--- src/logic/uv_fault_map.svh ---
`ifndef UV_FAULT_MAP_SVH
`define UV_FAULT_MAP_SVH

// response register field positions
`define UV_RESP_HI       7
`define UV_RESP_LO       6
`define UV_RETRY_HI      5
`define UV_RETRY_LO      3
`define UV_DELAY_HI      2
`define UV_DELAY_LO      0
`define UV_RETRY_INF     3'h7
`define UV_ACT_RESET     8'h00

// threshold register layout
`define UV_MANT_HI       10
`define UV_EXP_W         5
`define UV_THR_RESET     11'h000

// register select codes
`define UV_SEL_ACTION    1'b0
`define UV_SEL_THRESH    1'b1

// timing
`define UV_CLK_NS        50
`define UV_MS_NS         1000000
`define UV_TICK_CYCLES   (`UV_MS_NS / `UV_CLK_NS)

// delay 1 is a base time doubled per code step
`define UV_D1_BASE_MS    12'h00A
// delay 2 table, milliseconds
`define UV_D2_0_MS       12'd252
`define UV_D2_1_MS       12'd558
`define UV_D2_2_MS       12'd924
`define UV_D2_3_MS       12'd1260
`define UV_D2_4_MS       12'd1596
`define UV_D2_5_MS       12'd1932
`define UV_D2_6_MS       12'd2268
`define UV_D2_7_MS       12'd2604

`endif

--- src/logic/uv_fault_pkg.sv ---
package uv_fault_pkg;

  typedef enum logic [1:0] {
    RESP_IGNORE   = 2'b00,
    RESP_DELAYED  = 2'b01,
    RESP_IMMED    = 2'b10,
    RESP_WAIT_CLR = 2'b11
  } resp_e;

  typedef enum logic [2:0] {
    ST_RUN     = 3'b000,
    ST_DELAY1  = 3'b001,
    ST_RETRY   = 3'b010,
    ST_CLRWAIT = 3'b011,
    ST_LATCH   = 3'b100
  } seq_state_e;

  typedef struct packed {
    logic [1:0] resp;
    logic [2:0] retry;
    logic [2:0] delay;
  } action_s;

  typedef struct packed {
    logic        wr;
    logic        sel;
    logic [15:0] wdata;
  } reg_req_s;

endpackage

--- src/logic/uv_fault_sequencer.sv ---
`timescale 1ns/1ps
`include "uv_fault_map.svh"

// Notes on behaviour
// Retry field bits 5:3 give 0..6 restart attempts; all ones is unlimited.
// Fault still present after attempts run out: output off until cleared.
// Latched fault clears on reset, power cycle or bias loss.
// Restart attempts are spaced by delay time 2 chosen by bits 2:0.
// After detection, wait delay time 1 from bits 2:0, then disable.
// Bits 7:6 pick ignore, delayed shutdown, immediate shutdown, wait-clear.
// Fault declared when measured input falls below threshold register.
// Remaining-attempt count reloads from retry field whenever no fault is present in the run state.
module uv_fault_sequencer
  import uv_fault_pkg::*;
#(
  parameter int TICK_CYCLES = `UV_TICK_CYCLES
) (
  // clock and reset
  input  wire logic        mclk,
  input  wire logic        sys_rst,
  // register access
  input  reg_req_s         reg_req,
  output logic [15:0]      reg_rdata_q,
  // measurement, same clock domain
  input  wire logic [10:0] vin_mant,
  input  wire logic [4:0]  vin_exp,
  // supply pins
  input  wire logic        power_on_pin,
  input  wire logic        bias_ok_pin,
  // status and control
  output logic             out_enable_q,
  output logic             uv_fault_q,
  output logic             fault_latched_q,
  output logic [2:0]       retries_left_q
);

  action_s     action_q;
  logic [10:0] thresh_q;
  seq_state_e  state_q;
  logic [1:0]  pwr_sync_q;
  logic [1:0]  bias_sync_q;
  logic        pwr_prev_q;
  logic        clear_evt;
  logic        retry_ok;
  logic        shut_now;
  logic        tmr_load;
  logic [11:0] tmr_ms;
  logic        tmr_done;
  logic        out_on;
  resp_e       resp;

  function automatic logic [11:0] delay1_ms(input logic [2:0] code);
    delay1_ms = `UV_D1_BASE_MS << code;
  endfunction

  function automatic logic [11:0] delay2_ms(input logic [2:0] code);
    unique case (code)
      3'h0: delay2_ms = `UV_D2_0_MS;
      3'h1: delay2_ms = `UV_D2_1_MS;
      3'h2: delay2_ms = `UV_D2_2_MS;
      3'h3: delay2_ms = `UV_D2_3_MS;
      3'h4: delay2_ms = `UV_D2_4_MS;
      3'h5: delay2_ms = `UV_D2_5_MS;
      3'h6: delay2_ms = `UV_D2_6_MS;
      3'h7: delay2_ms = `UV_D2_7_MS;
    endcase
  endfunction

  // register writes
  always_ff @(posedge mclk or posedge sys_rst) begin
    if (sys_rst) begin
      action_q <= `UV_ACT_RESET;
      thresh_q <= `UV_THR_RESET;
    end else if (reg_req.wr) begin
      if (reg_req.sel == `UV_SEL_ACTION) begin
        action_q <= reg_req.wdata[`UV_RESP_HI:0];
      end else begin
        thresh_q <= reg_req.wdata[`UV_MANT_HI:0];
      end
    end
  end

  // registered read-back; exponent bits are read only
  always_ff @(posedge mclk or posedge sys_rst) begin
    if (sys_rst) begin
      reg_rdata_q <= 16'h0000;
    end else if (reg_req.sel == `UV_SEL_ACTION) begin
      reg_rdata_q <= {8'h00, action_q};
    end else begin
      reg_rdata_q <= {vin_exp, thresh_q};
    end
  end

  // supply pins are asynchronous to mclk
  always_ff @(posedge mclk or posedge sys_rst) begin
    if (sys_rst) begin
      pwr_sync_q  <= 2'b00;
      bias_sync_q <= 2'b00;
      pwr_prev_q  <= 1'b0;
    end else begin
      pwr_sync_q  <= {pwr_sync_q[0], power_on_pin};
      bias_sync_q <= {bias_sync_q[0], bias_ok_pin};
      pwr_prev_q  <= pwr_sync_q[1];
    end
  end

  // power-off edge or missing bias releases a latched fault
  assign clear_evt = (pwr_prev_q && !pwr_sync_q[1]) || !bias_sync_q[1];

  always_ff @(posedge mclk or posedge sys_rst) begin
    if (sys_rst) begin
      uv_fault_q <= 1'b0;
    end else begin
      uv_fault_q <= (vin_mant < thresh_q);
    end
  end

  assign resp     = resp_e'(action_q.resp);
  assign retry_ok = (action_q.retry == `UV_RETRY_INF) ||
                    (retries_left_q != 3'h0);

  // cycle in which the output is dropped and a retry decision is made
  always_comb begin
    shut_now = 1'b0;
    unique case (state_q)
      ST_RUN:    shut_now = uv_fault_q && (resp == RESP_IMMED);
      ST_DELAY1: shut_now = tmr_done && uv_fault_q;
      default:   shut_now = 1'b0;
    endcase
  end

  always_comb begin
    tmr_load = 1'b0;
    tmr_ms   = delay1_ms(action_q.delay);
    if (state_q == ST_RUN && uv_fault_q && resp == RESP_DELAYED) begin
      tmr_load = 1'b1;
    end else if (shut_now && retry_ok) begin
      tmr_load = 1'b1;
      tmr_ms   = delay2_ms(action_q.delay);
    end
  end

  always_ff @(posedge mclk or posedge sys_rst) begin
    if (sys_rst) begin
      state_q <= ST_RUN;
    end else begin
      unique case (state_q)
        ST_RUN: begin
          if (uv_fault_q) begin
            unique case (resp)
              RESP_IGNORE:   state_q <= ST_RUN;
              RESP_DELAYED:  state_q <= ST_DELAY1;
              RESP_IMMED:    state_q <= retry_ok ? ST_RETRY : ST_LATCH;
              RESP_WAIT_CLR: state_q <= ST_CLRWAIT;
            endcase
          end
        end
        ST_DELAY1: begin
          // fault gone before the delay ran out: keep running
          if (!uv_fault_q) begin
            state_q <= ST_RUN;
          end else if (tmr_done) begin
            state_q <= retry_ok ? ST_RETRY : ST_LATCH;
          end
        end
        ST_RETRY: begin
          if (tmr_done) begin
            state_q <= ST_RUN;
          end
        end
        ST_CLRWAIT: begin
          if (!uv_fault_q) begin
            state_q <= ST_RUN;
          end
        end
        ST_LATCH: begin
          if (clear_evt) begin
            state_q <= ST_RUN;
          end
        end
        default: state_q <= ST_RUN;
      endcase
    end
  end

  // attempts left in this fault episode
  always_ff @(posedge mclk or posedge sys_rst) begin
    if (sys_rst) begin
      retries_left_q <= 3'h0;
    end else if (!uv_fault_q && state_q == ST_RUN) begin
      retries_left_q <= action_q.retry;
    end else if (shut_now && action_q.retry != `UV_RETRY_INF &&
                 retries_left_q != 3'h0) begin
      retries_left_q <= retries_left_q - 3'h1;
    end
  end

  assign out_on = (state_q == ST_RUN) || (state_q == ST_DELAY1);

  // supply gating holds the output off while power or bias is absent
  always_ff @(posedge mclk or posedge sys_rst) begin
    if (sys_rst) begin
      out_enable_q    <= 1'b0;
      fault_latched_q <= 1'b0;
    end else begin
      out_enable_q    <= out_on && pwr_sync_q[1] && bias_sync_q[1];
      fault_latched_q <= (state_q == ST_LATCH);
    end
  end

  ms_delay_timer #(
    .TICK_CYCLES (TICK_CYCLES)
  ) u_timer (
    .mclk    (mclk),
    .sys_rst (sys_rst),
    .load    (tmr_load),
    .ms      (tmr_ms),
    .done_q  (tmr_done),
    .busy_q  ()
  );

endmodule

--- src/logic/ms_delay_timer.sv ---
`timescale 1ns/1ps
`include "uv_fault_map.svh"

// one-shot millisecond timer; a new load restarts it
module ms_delay_timer #(
  parameter int TICK_CYCLES = `UV_TICK_CYCLES
) (
  // clock and reset
  input  wire logic        mclk,
  input  wire logic        sys_rst,
  // control
  input  wire logic        load,
  input  wire logic [11:0] ms,
  // status
  output logic             done_q,
  output logic             busy_q
);

  logic [15:0] pre_q;
  logic [11:0] left_q;
  logic        tick;

  assign tick = (pre_q == 16'(TICK_CYCLES - 1));

  // millisecond prescaler, realigned on every load
  always_ff @(posedge mclk or posedge sys_rst) begin
    if (sys_rst) begin
      pre_q <= 16'h0000;
    end else if (load || tick) begin
      pre_q <= 16'h0000;
    end else if (busy_q) begin
      pre_q <= pre_q + 16'h0001;
    end
  end

  always_ff @(posedge mclk or posedge sys_rst) begin
    if (sys_rst) begin
      left_q <= 12'h000;
      busy_q <= 1'b0;
      done_q <= 1'b0;
    end else begin
      done_q <= 1'b0;
      if (load) begin
        left_q <= ms;
        busy_q <= 1'b1;
      end else if (busy_q && tick) begin
        left_q <= left_q - 12'h001;
        if (left_q <= 12'h001) begin
          busy_q <= 1'b0;
          done_q <= 1'b1;
        end
      end
    end
  end

endmodule

--- config.mk ---
export PLATFORM = sky130hd
export DESIGN_NAME = uv_fault_sequencer
export DESIGN_NICKNAME = d
export VERILOG_FILES = /design/src/logic/uv_fault_pkg.sv /design/src/logic/uv_fault_sequencer.sv /design/src/logic/ms_delay_timer.sv
export VERILOG_INCLUDE_DIRS = /design/src /design/src/logic
export SDC_FILE = /design/constraint.sdc
export NUM_CORES = 1
export LEC_CHECK = 0
export BUFFER_PORTS_ARGS = -buffer_cell sky130_fd_sc_hd__buf_2
export CAP_MARGIN = 15
export CORE_MARGIN = 2
export CORE_UTILIZATION = 57
export DETAILED_ROUTE_END_ITERATION = 12
export GPL_TIMING_DRIVEN = 0
export MAX_ROUTING_LAYER = met4
export PLACE_DENSITY = 0.8
export SYNTH_ARGS = -nofsm -noshare
export SYNTH_HDL_FRONTEND = slang
export SYNTH_SLANG_ARGS = --single-unit
--- constraint.sdc ---
create_clock -name mclk -period 2.55 [get_ports mclk]
set_input_delay 0.255 -clock mclk [delete_from_list [all_inputs] [get_ports mclk]]
set_output_delay 0.255 -clock mclk [all_outputs]
set_load 0.05 [all_outputs]
# Word level (Yosys, flattened, before mapping)
# Memories as Yosys holds them, arrays and structs flattened.
# Index checks and enable logic that the tools add are counted.
# Widths: inputs -> output; s select.
dict set report op_classes {
  add_sub_neg 3
  n_lt_le_gt_ge 2
  n_eq_ne 15
  n_shift 1
  muxes 27
  n_bitwise 1
  reduce_logical 30
}
# cell n
set ops {}
lappend ops {{$mux 12} 4}
lappend ops {{$mux 16} 3}
lappend ops {{$mux 3} 9}
lappend ops {{$add 16x1->16 const B} 1}
lappend ops {{$eq 16x15->1 const B} 1}
lappend ops {{$pmux 3 s5} 1}
lappend ops {{$le 12x1->1 const B} 1}
lappend ops {{$logic_and 1x1->1} 12}
lappend ops {{$pmux 3 s4} 1}
lappend ops {{$shl 4x3->12 const A} 1}
lappend ops {{$sub 12x1->12 const B} 1}
lappend ops {{$lt 11x11->1} 1}
lappend ops {{$mux 1} 8}
lappend ops {{$reduce_bool 2->1} 4}
lappend ops {{$eq 3x2->1 const B} 2}
lappend ops {{$eq 3x3->1 const B} 2}
lappend ops {{$ne 2x2->1 const B} 3}
lappend ops {{$reduce_and 2->1} 3}
lappend ops {{$reduce_and 5->1} 1}
lappend ops {{$eq 2x2->1 const B} 2}
lappend ops {{$logic_or 1x1->1} 4}
lappend ops {{$eq 3x1->1 const B} 1}
lappend ops {{$logic_not 1->1} 3}
lappend ops {{$logic_not 3->1} 1}
lappend ops {{other kinds (9)} 9}
dict set report word_totals {
  regBits 79
  rom_bits 72
  elab_cells 97
  mem_count 1
}
# memory words width read_ports rd_clocked_by_memory_dff wr line_no
set mem_list {}
lappend mem_list {{(no name shown)} 8 9 1 0 0 uv_fault_sequencer.sv:57} ;# unique case (code)

# Logic depth before layout (Yosys ltp)
dict set report logic_depth {
  word_depth 8
  depth_mapped 9
}

# By module
# Synthesis repeated with hierarchy kept, for this count alone.
dict set report unflattened {
  cells_unflattened 408
  area_unflattened_um2 4112.7
}
# mod instances cells_per_inst area_each_um2 seq_area_each_um2
set by_module_without_submodules {}
lappend by_module_without_submodules {uv_fault_sequencer 1 226 2426.1 1226.2}
lappend by_module_without_submodules {ms_delay_timer 1 182 1686.6 750.7}

# Worst setup path before layout
# OpenSTA, ideal clock, no wires.
dict set report synth_timing {
  path_type {reg2reg}
  startpoint {register uv_fault_q}
  endpoint {register u_timer.left_q[8]}
  setup_ns 0.135
  arrival_ns 2.161
  required_time_ns 2.415
  slack_ns 0.254
  stages_incl_launch_ff 8
  path_buffers 1
  period_less_slack_ns 2.296
  cell_sequence {dfrtp_1 > or3b_4 > or4b_4 > buf_6 > nand2_8 > nor3_2 > a311oi_2 > o21ai_1}
}
dict set report synth_between {
  elab_chain_len 6
  word_cells_on_any_way 12
  classes_between {mux: 6; reduce/logical: 6}
}
# element line_no
set synth_lines {}
lappend synth_lines {{start, declared} uv_fault_sequencer.sv:32} ;# output logic uv_fault_q,
lappend synth_lines {{start signal, assigned} uv_fault_sequencer.sv:114} ;# uv_fault_q <= (vin_mant < thresh_q);
lappend synth_lines {{$logic_and 1x1->1 (on tied branches)} {uv_fault_sequencer.sv:127, uv_fault_sequencer.sv:126}}
lappend synth_lines {{$pmux 1 s2} uv_fault_sequencer.sv:125} ;# unique case (state_q)
lappend synth_lines {{$logic_and 1x1->1} uv_fault_sequencer.sv:137} ;# end else if (shut_now && retry_ok) begin
lappend synth_lines {{$mux 12 or $mux 1 (tied branches)} uv_fault_sequencer.sv:137}
lappend synth_lines {{$mux 12 or $mux 1 (tied branches)} uv_fault_sequencer.sv:135} ;# if (state_q == ST_RUN && uv_fault_q && resp == RESP_DELAYED) begin
lappend synth_lines {{$mux 12 or $reduce_bool 2->1 (tied branches)} n/a}
lappend synth_lines {{end signal, assigned} ms_delay_timer.sv:44} ;# left_q <= ms;
lappend synth_lines {{end signal, assigned} ms_delay_timer.sv:47} ;# left_q <= left_q - 12'h001;
lappend synth_lines {{end, declared} ms_delay_timer.sv:20} ;# logic [11:0] left_q;
# Parallel ways exist; a longest one is shown, timed or not.
# A chain may end at the register's enable or synchronous reset.

# Worst setup path in the final report
dict set report layout_timing {
  startpoint {register state_q[2]}
  endpoint {register u_timer.pre_q[7]}
}
dict set report layout_between {
  elab_chain_len 7
  word_cells_on_any_way 11
  classes_between {eq/ne: 1; mux: 4; reduce/logical: 6}
}
# element line_no
set layout_lines {}
lappend layout_lines {{start, declared} uv_fault_sequencer.sv:39} ;# seq_state_e state_q;
lappend layout_lines {{start signal, assigned} uv_fault_sequencer.sv:153} ;# RESP_IMMED: state_q <= retry_ok ? ST_RETRY : ST_LATCH;
lappend layout_lines {{start signal, assigned} uv_fault_sequencer.sv:163} ;# state_q <= retry_ok ? ST_RETRY : ST_LATCH;
lappend layout_lines {{$eq 3x1->1 or $logic_not 3->1 (tied branches)} {uv_fault_sequencer.sv:125, uv_fault_sequencer.sv:135}}
lappend layout_lines {{$pmux 1 s2} uv_fault_sequencer.sv:125}
lappend layout_lines {{$logic_and 1x1->1} uv_fault_sequencer.sv:137}
lappend layout_lines {{$mux 1} uv_fault_sequencer.sv:137}
lappend layout_lines {{$mux 1 *} uv_fault_sequencer.sv:135}
lappend layout_lines {{$logic_or 1x1->1 *} ms_delay_timer.sv:29} ;# end else if (load || tick) begin
lappend layout_lines {{$mux 16 or $reduce_bool 2->1 (tied branches)} n/a}
lappend layout_lines {{end signal, assigned} ms_delay_timer.sv:32} ;# pre_q <= pre_q + 16'h0001;
lappend layout_lines {{end, declared} ms_delay_timer.sv:19} ;# logic [15:0] pre_q;
# Every way passes the cells marked *; elsewhere a longest branch is shown, timed or not.

==> summary.md <==
| Metric | Value |
|---|---|
| Clock H-tree levels | `3` |
| Starting Density | `59.45%` |
| Min-delay worst type | `in -> reg` |
| Post-CTS Setup Bufs | `0` |
| Initial antenna violation count | `0` |
| Mean post-synth cell area | `10.39 um^2` |
| Gr usage total | `24.59%` |
| Core area | `6869 um^2` |
| Register area share after synthesis | `48.41%` |
| WL final | `8409 um` |
| YS warnings | `0` |
| Worst path required time | `2.79 ns` |
| Vias in the first global route | `3,157` |
| Placed inst area | `4504 um^2` |
| Ys async rst share | `100.0%` |
| Final net count | `521` |
| Cells after Synth | `393` |
| Setup TNS | `0 ns` |
| Routed WL per cell | `14.94 um` |
| Pre-antenna DRT Iters | `4` |
| Filler cells | `518` |
| Fraction of the mapped netlist area in adder cells | `6.434%` |
| CP Buf/Inv Count | `2` |
| Slew @ Worst Pin | `0.7536 ns` |
| Largest net degree at the start of global routing | `54` |
| Ant diodes | `0` |
| Area growth syn-to-layout | `16.79%` |
| Max Root-Sink Buffers | `2` |
| Skew final | `0.007252 ns` |
| PortBufs | `54` |
| Reg2reg start | `state_q[2]` |
| Drt initial violations | `roughly 160` |
| Clock latency on the worst-skew pair | `0.35 ns` |
| I/O pin count | `60` |
| Layout cells sized above 1 | `24.63%` |
| Clk slew on worst S/H paths | `0.08 ns` |
| Post-Synth Simple-Gate Area | `18.14%` |
| Final Cycle Share | `90.97%` |
| Final hold vios | `0` |
| Post-synth top area cell | `dfrtp_1` |
| Layout Cells excl Fill | `563` |
| Slew headroom | `49.29%` |
| Pwr per Cell Area | `between 800 and 900 nW/um^2` |
| Top_reg_cell synth | `dfrtp_1` |
| Worst-path cell chain | `clkbuf_1 -> nor3b_1 -> o21ai_1 -> a21oi_2 -> nor2_1 -> nand2_1 -> buf_2 -> nor2_1` |
| Mux cell area share after synthesis | `6.801%` |
| Vias per std cell | `5.522` |
| Slowest stage delay, CP | `roughly 0.38 ns` |
| Fin crit period | `2.320 ns` |
| ANT nets after route | `0` |
| Die width | `88.65 um` |
| Design Area, Final | `4770 um^2` |
| Root Driver | `clkbuf_8` |
| Post-Syn Area | `4084 um^2` |
| Top delay family on crit path | `simple AND/OR/NAND/NOR gates` |
| Count leader, synth | `dfrtp_1` |
| Compound-Gate Fraction of Synth Area | `approximately 12%` |
| Cell Rows | `30` |
| Final Max Tran Viols | `0` |
| Share of Yosys cell area claimed by the top area cell type | `between 40% and 50%` |
| Grt ovf | `0` |
| Placed Cells | `roughly 540` |
| Die area | `7858 um^2` |
| RD Place Congestion | `between 0.8 and 0.9` |
| Most common cell on crit path | `nor2_1` |
| DR vias | `3,109` |
| Final core utilization | `69.44%` |
| FMAX | `0.4311 GHz` |
| Multi-input logic area | `1949 um^2` |
| Num CTS Buffers | `9` |
| Post-synth top cells | `dfrtp_1 (79), nor2_1 (38), nand2_1 (27)` |
| Critical-path top delay cell | `a21oi_2` |
| Crit Path Max Fanout | `10` |
| Status | `completed` |
| Worst setup EP type | `flip-flop` |
| R2R Setup Slk | `0.23 ns` |
| RSZ-0062 raised after global routing | `false` |
| Synth area leaders | `dfrtp_1 (48%), ha_1 (6.4%), mux2_2 (6.1%)` |
| Crit Path Class | `reg -> reg` |
| Hpwl dp | `6135 um` |
| EDFF count, synth | `0` |
| Sequential cell area | `1977 um^2` |
| First-pass GRT wire length | `14,390 um` |
| Peak supply drop | `444.9 uV` |
| Leakage Power | `2.239 nW` |
| Die height | `88.65 um` |
| Worst Path Arrival | `2.56 ns` |
| Synth Register Bits | `79` |
| Synth Area in XOR/XNOR | `4.075%` |
| Mapped Nets | `452` |
| Netlist cell types | `59` |
| # setup viols final | `0` |
| Max-Cap Viols | `0` |
| Largest family of logic cells by synthesized area | `simple AND/OR/NAND/NOR gates` |
| Clock Sink Count | `79` |
| Worst Hold Launch | `vin_exp[3]` |
| CTS tree | `done` |
| Worst setup SP type | `flip-flop` |
| DRC viols | `0` |
| Setup crit start | `state_q[2]` |
per-layer routing:
layer  track usage [%]  wire [um]  vias up
li1                  -          -     1522
met1             31.80       3880     1509
met2             38.40       4087       67
met3             5.037        308       11
met4             9.091        131        0
met5                 -          0        -
worst reg2reg max path, delay by kind of cell (launching register included):
family                 cells  cell delay, ns
AOI/OAI and AO/OA          2            0.55
buffers and inverters      2            0.49
DFF                        1            0.36
and+or+nand+nor            4            0.82
cell type report:
| cell class | count | share of cell area (%) |
|---|---|---|
| Sequential cell | 79 | 41.45 |
| Multi-Input combinational cell | 279 | 40.87 |
| Timing Repair Buffer | 58 | 6.873 |
| Clock buffer | 11 | 3.174 |
| Tap cell | 96 | 2.518 |
| Buffer | 14 | 1.731 |
| Inverter | 21 | 1.705 |
| Clock inverter | 5 | 1.679 |
final timing paths:
check                                    to  cells after the start
max                        u_timer.pre_q[7]                      8
min                         reg_rdata_q[14]                      2
max reg2reg                u_timer.pre_q[7]                      8
min reg2reg                  bias_sync_q[1]                      0
max in group asynchronous           resp[1]                      4
min in group asynchronous  u_timer.pre_q[3]                      3
report_power, final:
group	switching [mW]	total, mW	internal [mW]
registers	0.206	1.68	1.48
logic	0.898	1.46	0.557
clock network	0.451	1.05	0.603
registers in the layout (all words and copies together) (netlist names), 2 cells and up:
signal	flops
thresh_q	11
bias_sync_q	2
u_timer.pre_q	16
pwr_sync_q	2
reg_rdata_q	16
state_q	3
action_q	6
resp	2
u_timer.left_q	12
retries_left_q	3
cell families after synthesis:
| logic type | count (synthesis) |
|---|---|
| compound gates | 75 |
| xor+xnor | 19 |
| fa+ha+maj | 21 |
| buf+inv | 35 |
| flops | 79 |
| mux | 25 |
| simple gates | 139 |
through the flow:
stage	power, mW	hold slack (ns)	setup slack, ns
CTS	4.205	0.005988	0.2208
floorplan	2.788	0.2864	0.2537
finish	4.194	0.1090	0.2303
global placement	3.061	0.3377	-0.6000
detailed placement	3.141	0.2641	-0.02736
global route	4.466	0.1001	0.01672
what timing repair did:
action | in CTS | in global routing
hold buffers | 2 | 1
resized for setup | 1 | 0
endpoints found under the setup margin | 10 | 0
hold endpoints to repair | 27 | 1
cells in the final DEF, fill, tap and decap left out, types with 4 or more instances in the layout:
cell type / Yosys / routed
dfrtp_1: 79 / 79
buf_2: 3 / 57
nor2_1: 38 / 38
nand2_1: 27 / 27
mux2_2: 22 / 22
ha_1: 21 / 21
inv_1: 21 / 20
o21ai_0: 16 / 16
a21oi_1: 16 / 15
nand3_1: 13 / 13
xor2_1: 11 / 11
clkbuf_8: 0 / 11
and2_1: 10 / 10
nor2b_1: 9 / 9
o21ai_1: 9 / 9
xnor2_1: 8 / 8
clkbuf_1: 7 / 7
nor3_1: 7 / 7
nor4_1: 6 / 6
and3_1: 5 / 5
nor3b_1: 4 / 4
nand4_1: 4 / 4
a31oi_1: 4 / 4
Power figures use the tool's default switching activity.
